### config.mk
export PLATFORM = sky130hd
export DESIGN_NAME = qds_port
export DESIGN_NICKNAME = d
export VERILOG_FILES = /design/src/logic/qds_pkg.sv /design/src/logic/qds_fifo.sv /design/src/logic/qds_port.sv
export VERILOG_INCLUDE_DIRS = /design/src /design/src/logic
export SDC_FILE = /design/constraint.sdc
export NUM_CORES = 2
export LEC_CHECK = 0
export BUFFER_PORTS_ARGS = -buffer_cell sky130_fd_sc_hd__buf_4
export CORE_MARGIN = 4
export CORE_UTILIZATION = 40
export DETAILED_ROUTE_END_ITERATION = 7
export PLACE_DENSITY = 0.59
export SETUP_SLACK_MARGIN = 0.02
export SLEW_MARGIN = 15
export SYNTH_ARGS = -nofsm -noshare
export SYNTH_HDL_FRONTEND = slang
export SYNTH_HIERARCHICAL = 1
export SYNTH_SLANG_ARGS = --single-unit
### constraint.sdc
create_clock -name clock -period 17.5 [get_ports clock]
set_input_delay 0.875 -clock clock [delete_from_list [all_inputs] [get_ports clock]]
set_output_delay 0.875 -clock clock [all_outputs]
set_load 0.02 [all_outputs]
### src/logic/qds_defs.svh
`ifndef QDS_DEFS_SVH
`define QDS_DEFS_SVH

// array shape (x18 variant: two 9-bit lanes)
`define QDS_AW 4
`define QDS_DW 18
`define QDS_LANES 2
`define QDS_LW 9
`define QDS_BEATS 4
`define QDS_WORDS 16

// register map, byte addresses
`define QDS_REG_CTRL 8'h00
`define QDS_REG_STAT 8'h04

// reset values
`define QDS_DRIVE_RESET 6'h20
`define QDS_TARGET_RESET 6'h20

// status field positions
`define QDS_ST_ECC 0
`define QDS_ST_TERM 1
`define QDS_ST_DRV_LO 8
`define QDS_ST_LVL_LO 16

// timing counts in clock cycles, FIFO depth and limit in entries
`define QDS_EVAL_CYCLES 10'h3FF
`define QDS_W_OFS 1
`define QDS_R_OFS 3
`define QDS_FIFO_DEPTH 16
`define QDS_FIFO_LIMIT 5'h0E

`endif

### src/logic/qds_pkg.sv
`default_nettype none
`include "qds_defs.svh"

package qds_pkg;

    // command loaded at a primary edge
    typedef enum logic [1:0]
    {
        QDS_DESEL = 2'b00,
        QDS_READ = 2'b01,
        QDS_WRITE = 2'b10
    } qds_cmd_t;

    // one complete write burst on its way to the array
    typedef struct packed
    {
        logic [`QDS_AW-1:0] addr;
        logic [`QDS_BEATS-1:0][`QDS_DW-1:0] data;
        logic [`QDS_BEATS-1:0][`QDS_LANES-1:0] mask_n;
    } qds_wr_entry_t;

endpackage

`default_nettype wire

### src/logic/qds_fifo.sv
`timescale 1ns/1ns
`default_nettype none

module qds_fifo #(
    parameter int WIDTH = 8,
    parameter int DEPTH = 16
) (
    input wire logic clock, // system clock
    input wire logic reset_n, // async reset, active low
    input wire logic in_valid, // source offers a word
    output logic in_ready, // room for a word
    input wire logic [WIDTH-1:0] in_data, // word offered
    output logic out_valid, // a word is waiting
    input wire logic out_ready, // drain takes the word
    output logic [WIDTH-1:0] out_data, // oldest word
    output logic [$clog2(DEPTH):0] level // words held
);
    localparam int PW = $clog2(DEPTH);

    logic [WIDTH-1:0] store [DEPTH];
    logic [PW-1:0] wr_ptr;
    logic [PW-1:0] rd_ptr;
    logic push;
    logic pop;

    // honest flags straight from the fill level
    assign in_ready = (level != DEPTH[PW:0]);
    assign out_valid = (level != '0);
    assign out_data = store[rd_ptr];
    assign push = in_valid && in_ready;
    assign pop = out_valid && out_ready;

    // storage has no reset, only the pointers matter
    always_ff @(posedge clock)
    begin
        if (push)
        begin
            store[wr_ptr] <= in_data;
        end
    end

    // pointers wrap naturally, depth is a power of two
    always_ff @(posedge clock or negedge reset_n)
    begin
        if (!reset_n)
        begin
            wr_ptr <= '0;
            rd_ptr <= '0;
            level <= '0;
        end
        else
        begin
            if (push)
            begin
                wr_ptr <= wr_ptr + 1'b1;
            end
            if (pop)
            begin
                rd_ptr <= rd_ptr + 1'b1;
            end
            if (push && !pop)
            begin
                level <= level + 1'b1;
            end
            else if (pop && !push)
            begin
                level <= level - 1'b1;
            end
        end
    end

endmodule // qds_fifo

`default_nettype wire

### src/logic/qds_port.sv
`timescale 1ns/1ns
`default_nettype none
`include "qds_defs.svh"

module qds_port (
    input wire logic clock, // system clock, 20 MHz
    input wire logic reset_n, // async reset, active low
    input wire logic wb_cyc_i, // bus cycle
    input wire logic wb_stb_i, // bus strobe
    input wire logic wb_we_i, // bus write
    input wire logic [7:0] wb_adr_i, // byte address
    input wire logic [3:0] wb_sel_i, // byte enables
    input wire logic [31:0] wb_dat_i, // write data
    output logic [31:0] wb_dat_o, // read data
    output logic wb_ack_o, // bus acknowledge
    input wire logic [`QDS_AW-1:0] sync_addr_in, // burst address
    input wire logic read_sel_n, // read select, low active
    input wire logic write_sel_n, // write select, low active
    input wire logic [`QDS_DW-1:0] wr_data, // write beat
    input wire logic [`QDS_LANES-1:0] lane_write_mask_n, // per-lane mask
    input wire logic input_termination_select, // termination pin
    output logic [`QDS_DW-1:0] read_data, // read beat
    output logic read_data_oe, // read outputs driven
    output logic [5:0] drive_code, // output drive setting
    output logic term_active, // input termination on
    output logic ecc_active // error correction on
);
    import qds_pkg::*;

    logic ph;
    logic prim;
    qds_pkg::qds_cmd_t next_cmd;
    qds_pkg::qds_cmd_t last_cmd;
    logic [4:0] w_sr;
    logic [6:0] r_sr;
    logic [`QDS_AW-1:0] w_addr;
    qds_pkg::qds_wr_entry_t w_buf;
    qds_pkg::qds_wr_entry_t push_word;
    qds_pkg::qds_wr_entry_t drain_word;
    logic push_valid;
    logic push_ready;
    logic drain_valid;
    logic drain_ready;
    logic [4:0] fifo_level;
    logic wr_room;
    logic half_write;
    logic [`QDS_LW-1:0] rd_lane [`QDS_LANES][`QDS_BEATS];
    logic [`QDS_BEATS-1:0][`QDS_DW-1:0] rd_fetch;
    logic [`QDS_BEATS-1:0][`QDS_DW-1:0] rd_buf;
    logic [`QDS_BEATS-1:0][`QDS_DW-1:0] rd_out;
    logic [9:0] eval_cnt;
    logic eval_tick;
    logic [5:0] drive_target;
    logic bus_hit;

    // half-rate phase: primary edge when low, complementary when high
    always_ff @(posedge clock or negedge reset_n)
    begin
        if (!reset_n)
        begin
            ph <= 1'b0;
        end
        else
        begin
            ph <= ~ph;
        end
    end
    assign prim = !ph;

    // two bursts may be in flight, so keep two slots spare
    assign wr_room = (fifo_level <= `QDS_FIFO_LIMIT);

    // command decode; read wins when both are low, unless the last loaded command was a read
    always_comb
    begin
        next_cmd = QDS_DESEL;
        if (prim)
        begin
            if (!read_sel_n && last_cmd != QDS_READ)
            begin
                next_cmd = QDS_READ;
            end
            else if (!write_sel_n && last_cmd != QDS_WRITE && wr_room)
            begin
                next_cmd = QDS_WRITE;
            end
        end
    end

    // last loaded command, updated only on primary edges
    always_ff @(posedge clock or negedge reset_n)
    begin
        if (!reset_n)
        begin
            last_cmd <= QDS_DESEL;
        end
        else if (prim)
        begin
            last_cmd <= next_cmd;
        end
    end

    // beat shifters; separate bits let bursts overlap
    always_ff @(posedge clock or negedge reset_n)
    begin
        if (!reset_n)
        begin
            w_sr <= '0;
            r_sr <= '0;
        end
        else
        begin
            w_sr <= {w_sr[3:0], next_cmd == QDS_WRITE};
            r_sr <= {r_sr[5:0], next_cmd == QDS_READ};
        end
    end

    // write capture; address moves to the burst at its first beat
    always_ff @(posedge clock or negedge reset_n)
    begin
        if (!reset_n)
        begin
            w_addr <= '0;
            w_buf <= '0;
        end
        else
        begin
            if (next_cmd == QDS_WRITE)
            begin
                w_addr <= sync_addr_in;
            end
            if (w_sr[`QDS_W_OFS])
            begin
                w_buf.addr <= w_addr;
            end
            for (int b = 0; b < `QDS_BEATS; b++)
            begin
                if (w_sr[b + `QDS_W_OFS])
                begin
                    w_buf.data[b] <= wr_data;
                    w_buf.mask_n[b] <= lane_write_mask_n;
                end
            end
        end
    end

    // last beat joins the buffered three straight into the queue
    always_comb
    begin
        push_word = w_buf;
        push_word.data[3] = wr_data;
        push_word.mask_n[3] = lane_write_mask_n;
    end
    assign push_valid = w_sr[4];

    // a pair whose two masks differ is a half write
    assign half_write = (w_sr[2] && (w_buf.mask_n[0] != lane_write_mask_n))
        || (w_sr[4] && (w_buf.mask_n[2] != lane_write_mask_n));

    // sticky: only reset_n brings correction back
    always_ff @(posedge clock or negedge reset_n)
    begin
        if (!reset_n)
        begin
            ecc_active <= 1'b1;
        end
        else if (half_write)
        begin
            ecc_active <= 1'b0;
        end
    end

    // the array is single ported: a read fetch stalls the drain
    assign drain_ready = (next_cmd != QDS_READ);

    qds_fifo #(
        .WIDTH($bits(qds_pkg::qds_wr_entry_t)),
        .DEPTH(`QDS_FIFO_DEPTH)
    ) u_wr_fifo (
        .clock(clock),
        .reset_n(reset_n),
        .in_valid(push_valid),
        .in_ready(push_ready),
        .in_data(push_word),
        .out_valid(drain_valid),
        .out_ready(drain_ready),
        .out_data(drain_word),
        .level(fifo_level)
    );

    // one storage slice per lane, each beat gated by its own mask
    for (genvar l = 0; l < `QDS_LANES; l++)
    begin : g_lane
        logic [`QDS_BEATS-1:0][`QDS_LW-1:0] lane_mem [`QDS_WORDS];

        always_ff @(posedge clock)
        begin
            if (drain_valid && drain_ready)
            begin
                for (int b = 0; b < `QDS_BEATS; b++)
                begin
                    if (!drain_word.mask_n[b][l])
                    begin
                        lane_mem[drain_word.addr][b] <= drain_word.data[b][l*`QDS_LW +: `QDS_LW];
                    end
                end
            end
        end

        for (genvar b = 0; b < `QDS_BEATS; b++)
        begin : g_beat
            assign rd_lane[l][b] = lane_mem[sync_addr_in][b];
        end
    end

    // lanes back into full beats
    always_comb
    begin
        rd_fetch = '0;
        for (int b = 0; b < `QDS_BEATS; b++)
        begin
            for (int l = 0; l < `QDS_LANES; l++)
            begin
                rd_fetch[b][l*`QDS_LW +: `QDS_LW] = rd_lane[l][b];
            end
        end
    end

    // fetch at the command, hand over one edge before the first beat
    always_ff @(posedge clock or negedge reset_n)
    begin
        if (!reset_n)
        begin
            rd_buf <= '0;
            rd_out <= '0;
        end
        else
        begin
            if (next_cmd == QDS_READ)
            begin
                rd_buf <= rd_fetch;
            end
            if (r_sr[2])
            begin
                rd_out <= rd_buf;
            end
        end
    end

    // read beats; idle slots float or go low per termination
    always_ff @(posedge clock or negedge reset_n)
    begin
        if (!reset_n)
        begin
            read_data <= '0;
            read_data_oe <= 1'b0;
        end
        else if (|r_sr[6:3])
        begin
            read_data_oe <= 1'b1;
            read_data <= r_sr[3] ? rd_out[0] : r_sr[4] ? rd_out[1] :
                r_sr[5] ? rd_out[2] : rd_out[3];
        end
        else
        begin
            read_data <= '0;
            read_data_oe <= term_active;
        end
    end

    // free-running evaluation counter
    always_ff @(posedge clock or negedge reset_n)
    begin
        if (!reset_n)
        begin
            eval_cnt <= '0;
            eval_tick <= 1'b0;
        end
        else
        begin
            eval_tick <= (eval_cnt == `QDS_EVAL_CYCLES);
            eval_cnt <= (eval_cnt == `QDS_EVAL_CYCLES) ? '0 : eval_cnt + 1'b1;
        end
    end

    // single step per tick keeps the drivers from glitching
    always_ff @(posedge clock or negedge reset_n)
    begin
        if (!reset_n)
        begin
            drive_code <= `QDS_DRIVE_RESET;
            term_active <= 1'b0;
        end
        else if (eval_tick)
        begin
            term_active <= input_termination_select;
            if (drive_code < drive_target)
            begin
                drive_code <= drive_code + 1'b1;
            end
            else if (drive_code > drive_target)
            begin
                drive_code <= drive_code - 1'b1;
            end
        end
    end

    // classic slave, answers one cycle after the strobe; a write lands on the
    // edge that the master sees ack on, so it never lands before the handshake
    assign bus_hit = wb_cyc_i && wb_stb_i && !wb_ack_o;

    always_ff @(posedge clock or negedge reset_n)
    begin
        if (!reset_n)
        begin
            wb_ack_o <= 1'b0;
            wb_dat_o <= '0;
            drive_target <= `QDS_TARGET_RESET;
        end
        else
        begin
            wb_ack_o <= bus_hit;
            wb_dat_o <= '0;
            if (wb_ack_o && wb_cyc_i && wb_stb_i && wb_we_i && wb_adr_i == `QDS_REG_CTRL
                && wb_sel_i[0])
            begin
                drive_target <= wb_dat_i[5:0];
            end
            if (bus_hit && !wb_we_i)
            begin
                case (wb_adr_i)
                    `QDS_REG_CTRL: wb_dat_o <= {26'h0000000, drive_target};
                    `QDS_REG_STAT:
                    begin
                        wb_dat_o[`QDS_ST_ECC] <= ecc_active;
                        wb_dat_o[`QDS_ST_TERM] <= term_active;
                        wb_dat_o[`QDS_ST_DRV_LO +: 6] <= drive_code;
                        wb_dat_o[`QDS_ST_LVL_LO +: 5] <= fifo_level;
                    end
                    default: wb_dat_o <= '0;
                endcase
            end
        end
    end
endmodule // qds_port

`default_nettype wire

* Yosys cells after proc, flatten, opt, wreduce, memory -nomap -nowiden
Memories as Yosys holds them, arrays and structs flattened. A register that Yosys moved wholly into a read port is not among the register bits. Cells that the tools add are included.
Storage, ports and cells: register bits after elaboration 245, bits in writable memories 2496, bits of input ports 76, output and inout port bits 60, word-level logic and storage cells 129, memories kept 3
Operators by class: add/subtract/negate cells 7, order comparisons 3, equal/unequal tests 10, muxes and demuxes 44, bitwise logic cells 1, reductions and logical operators 32
Memory list:
- u_wr_fifo.store | words 16, bits a word 84, rd ports 1, clocked after memory_dff 0, wr ports 1, line qds_fifo.sv:20 | logic [WIDTH-1:0] store [DEPTH];
- g_lane[0].lane_mem | words 16, bits a word 36, rd ports 1, clocked after memory_dff 1, wr ports 1, line qds_port.sv:194 | logic [`QDS_BEATS-1:0][`QDS_LW-1:0] lane_mem [`QDS_WORDS];
- g_lane[1].lane_mem | words 16, bits a word 36, rd ports 1, clocked after memory_dff 1, wr ports 1, line qds_port.sv:194
Operator list (number):
- $mux W18 | 4
- $mux W1 | 27
- $mux W21 | 1
- $mux W6 | 3
- $logic_and A1 B1 Y1 | 17
- $mux W5 | 3
- $add A10 B1 Y10 const B | 1
- $eq A10 B10 Y1 const B | 1
- $mux W10 | 1
- $add A4 B1 Y4 const B | 2
- $eq A8 B3 Y1 const B | 1
- $logic_not A1 Y1 | 8
- $logic_not A8 Y1 | 1
- $add A6 B1 Y6 const B | 1
- $gt A6 B6 Y1 | 1
- $lt A6 B6 Y1 | 1
- $mux W2 | 3
- $sub A6 B1 Y6 const B | 1
- $add A5 B1 Y5 const B | 1
- $le A5 B4 Y1 const B | 1
- $ne A5 B5 Y1 const B | 1
- $reduce_bool A5 Y1 | 1
- $sub A5 B1 Y5 const B | 1
- $mux W4 | 1
- other kinds (11) | 14

* Logic depth before layout (Yosys ltp)
word-level depth 11, mapped depth 12, depth with buffers taken out 12

* Cells and area by module
The synthesis kept the hierarchy.
By module, submodules not included:
- qds_port | instances 1, cells an instance 2732, area an instance 55295.5 µm², seq. area each 41828.9 µm²
- qds_fifo | instances 1, cells an instance 2497, area an instance 52017.4 µm², seq. area each 40684.0 µm²

* Least setup slack after synthesis
OpenSTA, ideal clock, no wires.
kind register to register, from register u_wr_fifo.level[0], to memory u_wr_fifo/store[3][0] (netlist bit), enable pin, library setup time 629 ps, arrival time 6731 ps, required time 16871 ps, setup slack 10140 ps, stages on the path, launching flop included 5, path buffers 0, clock period less this slack 7360 ps, cell sequence dfrtp_1 > nor4_1 > a21boi_2 > nand2_1 > nor3_1
On the way: cells in the longest elaborated chain, start to end 4
RTL lines:
- start: declaration | line qds_fifo.sv:16 | output logic [$clog2(DEPTH):0] level
- start signal: assignment | line qds_fifo.sv:63 | level <= level + 1'b1;
- start signal: assignment | line qds_fifo.sv:67 | level <= level - 1'b1;
- $ne A5 B5 Y1 | line qds_fifo.sv:27 | assign in_ready = (level != DEPTH[PW:0]);
- $logic_and A1 B1 Y1 | line qds_fifo.sv:30 | assign push = in_valid && in_ready;
- named net u_wr_fifo.push | line qds_fifo.sv:23 | logic push;
- $mux W1 | line qds_fifo.sv:36 | if (push)
- $mux W1 (not written as such) | line qds_fifo.sv:38 | store[wr_ptr] <= in_data;
- end: declaration | line qds_fifo.sv:20
The timed path passes the listed nets, and every way through them passes these cells.

==> results.sh <==
export IMPL_hold_viol_final=0
export IMPL_setup_violations=0
export IMPL_maxSlewViolCount=0
export IMPL_setup_ws_ns=11.11
export IMPL_port_buffers=91
export IMPL_worstSetupStartpointType="register"
export IMPL_netlist_instances=5228
export IMPL_pre_cts_slack_ns=11.00
export IMPL_fin_nets=5491
export IMPL_syn_area_mm2=0.107
export IMPL_status="finished, final reports clean"
export IMPL_cts_tree="yes"
export IMPL_critPathMaxFanout=56
export IMPL_fp_dieH_um=526
export IMPL_cts_max_level=5
export IMPL_grt_pass1_wl_um=368000
export IMPL_end_kind="register"
export IMPL_antenna_found_initial=26
export IMPL_syn_to_final_growth_pct=12.6
export IMPL_fin_cells=9157
export IMPL_boundaryPins=136
export IMPL_power_mw=20.9
export IMPL_initial_utilization_pct=40.3
export IMPL_grt_overflow=0
export IMPL_routabilityCongestion=0.736
export IMPL_worstPathRequired_ns=17.94
export IMPL_fin_crit_sh_pct=36.5
export IMPL_p_leak_nw=40.0
export IMPL_r2r_start="u_wr_fifo/rd_ptr[2]$_DFFE_PN0P_"
export IMPL_setup_worst_path_start="u_wr_fifo/rd_ptr[2]$_DFFE_PN0P_"
export IMPL_tns_ns=0
export IMPL_die_x_um=526
export IMPL_yosysWarnings=6
export IMPL_hpwl_um=142000
export IMPL_postCtsSetupBuffers=0
export IMPL_cp_arrival_ns=6.83
export IMPL_r2r_setup_slack_ns=11.11
export IMPL_slowest_stage="nor2_1"
export IMPL_clock_fmax_mhz=156
export IMPL_avgSynthCellArea_um2=20.5
export IMPL_num_vias=51472
export IMPL_finalWirelength_um=252000
export IMPL_clk_latency_ns=0.85
export IMPL_rsz0062_at_grt="no"
export IMPL_cp_common_cell="buf_4"
export IMPL_drt_first_pass_iters=8
export IMPL_crit_cells=10
export IMPL_r2r_end="g_lane[0].lane_mem[0][15]$_DFFE_PP_"
export IMPL_drv_cap=0
export IMPL_tightest_slew_ns=1.18
export IMPL_cts_buffer_depth=4
export IMPL_grt_pass1_vias=52905
export IMPL_rows=189
export IMPL_grt_max_degree=170
export IMPL_finalClockSkew_ns=0.0318
export IMPL_gr_usage_all_layers_pct=18.0
export IMPL_critPathMaxStageDelay_ns=0.89
export IMPL_cp_top_family="buffers and inverters"
export IMPL_drcViolationCount=0
export IMPL_place_inst=8634
export IMPL_crit_end="g_lane[0].lane_mem[0][15]$_DFFE_PP_"
export IMPL_path_cells="buf_4 > nor2b_4 > buf_4 > buf_4 > buf_4 > a221oi_1 > o21ai_0 > nand2_1 > or2_2 > nor2_1"
export IMPL_dr_first_iter_drc_count=5182
export IMPL_vias_per_cell=5.62
export IMPL_dieArea_mm2=0.277
export IMPL_final_core_util_pct=45.4
export IMPL_ir_drop_uv=155
export IMPL_cts_resized=0
export IMPL_period_needed_ns=6.39
export IMPL_reg2reg_depth=10
export IMPL_cts_sinks=2798
export IMPL_slew_headroom_pct=21.3
export IMPL_wl_per_cell_um=27.6
export IMPL_critPathBufInv=4
export IMPL_cts_hold_fix_buffers=0
export IMPL_drive_above_1_share_pct=23.2
export IMPL_min_path_type="in -> async"
export IMPL_cts_inserted_buffers=289
export IMPL_cts_root_buffer="clkbuf_16"
export IMPL_crit_type="reg -> reg"
export IMPL_core_area_mm2=0.266
export IMPL_drtAntennaViolNets=0
export IMPL_path_clk_slew_ns=0.06
export IMPL_powerDensity_mw_per_mm2=173
-- layout by cell type (no fill, tap or decap), drive strengths merged, types with 20 or more instances in the layout --
cell / count
inv: 32
mux4: 456
a21oi: 27
nor2: 180
clkbuf: 398
o21ai: 169
a221oi: 240
ha: 20
nand2b: 21
mux2: 151
a22oi: 84
a22o: 72
clkinv: 86
dfrtp: 299
nand2: 184
edfxtp: 2496
mux2i: 340
buf: 180
-- power by group --
part | switching, mW | internal (mW)
Sequential | 0.616 | 9.43
Clock | 2.48 | 3.47
Combinational | 3.54 | 1.38
Total | 6.63 | 14.3
-- routing by layer --
layer  share of wire, %  global-route usage [%]  wire length [um]
met3                7.5                    3.82             18900
met5              0.022                       0                56
met4                2.3                    4.21              5770
met1                 43                    25.8            110000
met2                 47                    28.3            118000
-- registers in the layout (all words and copies together) (netlist names), 2 cells and up --
name              count
read_data            18
wb_dat_o             17
w_addr                4
u_wr_fifo/rd_ptr      4
rd_out               72
rd_buf               72
eval_cnt             10
drive_target          6
push_word            64
u_wr_fifo/level       5
drive_code            6
r_sr                  7
u_wr_fifo/store    1344
u_wr_fifo/wr_ptr      4
last_cmd              2
w_sr                  5
g_lane.lane_mem    1152
-- stage by stage --
step,instance area (um2),hold WS (ns)
after floorplan,107000,0.331
after global placement,112000,0.336
after detailed placement,112000,0.339
after CTS,121000,0.0290
after global routing,121000,0.0381
final,121000,0.0219
-- worst min-delay path by stage --
stage                     cells past startpoint  slack (ns)                 to
after floorplan                               0        0.33  r_sr[1]$_DFF_PN0_
after global placement                        0        0.34  w_sr[1]$_DFF_PN0_
after detailed placement                      0        0.34  w_sr[1]$_DFF_PN0_
after CTS                                     1        0.03  r_sr[2]$_DFF_PN0_
after global routing                          1        0.04  r_sr[2]$_DFF_PN0_
final                                         1        0.02  r_sr[2]$_DFF_PN0_
-- layout make-up --
cell class	count	area, um2
diodes	6	15.0
clock buffers	398	7990
clock inverters	118	1100
fillers	22268	145000
inverters	21	81.3
multi-input cells	2103	23300
flip-flops and latches	2798	82500
well taps	3533	4420
repair buffers	180	1440
(Power assumes the default switching activity.)
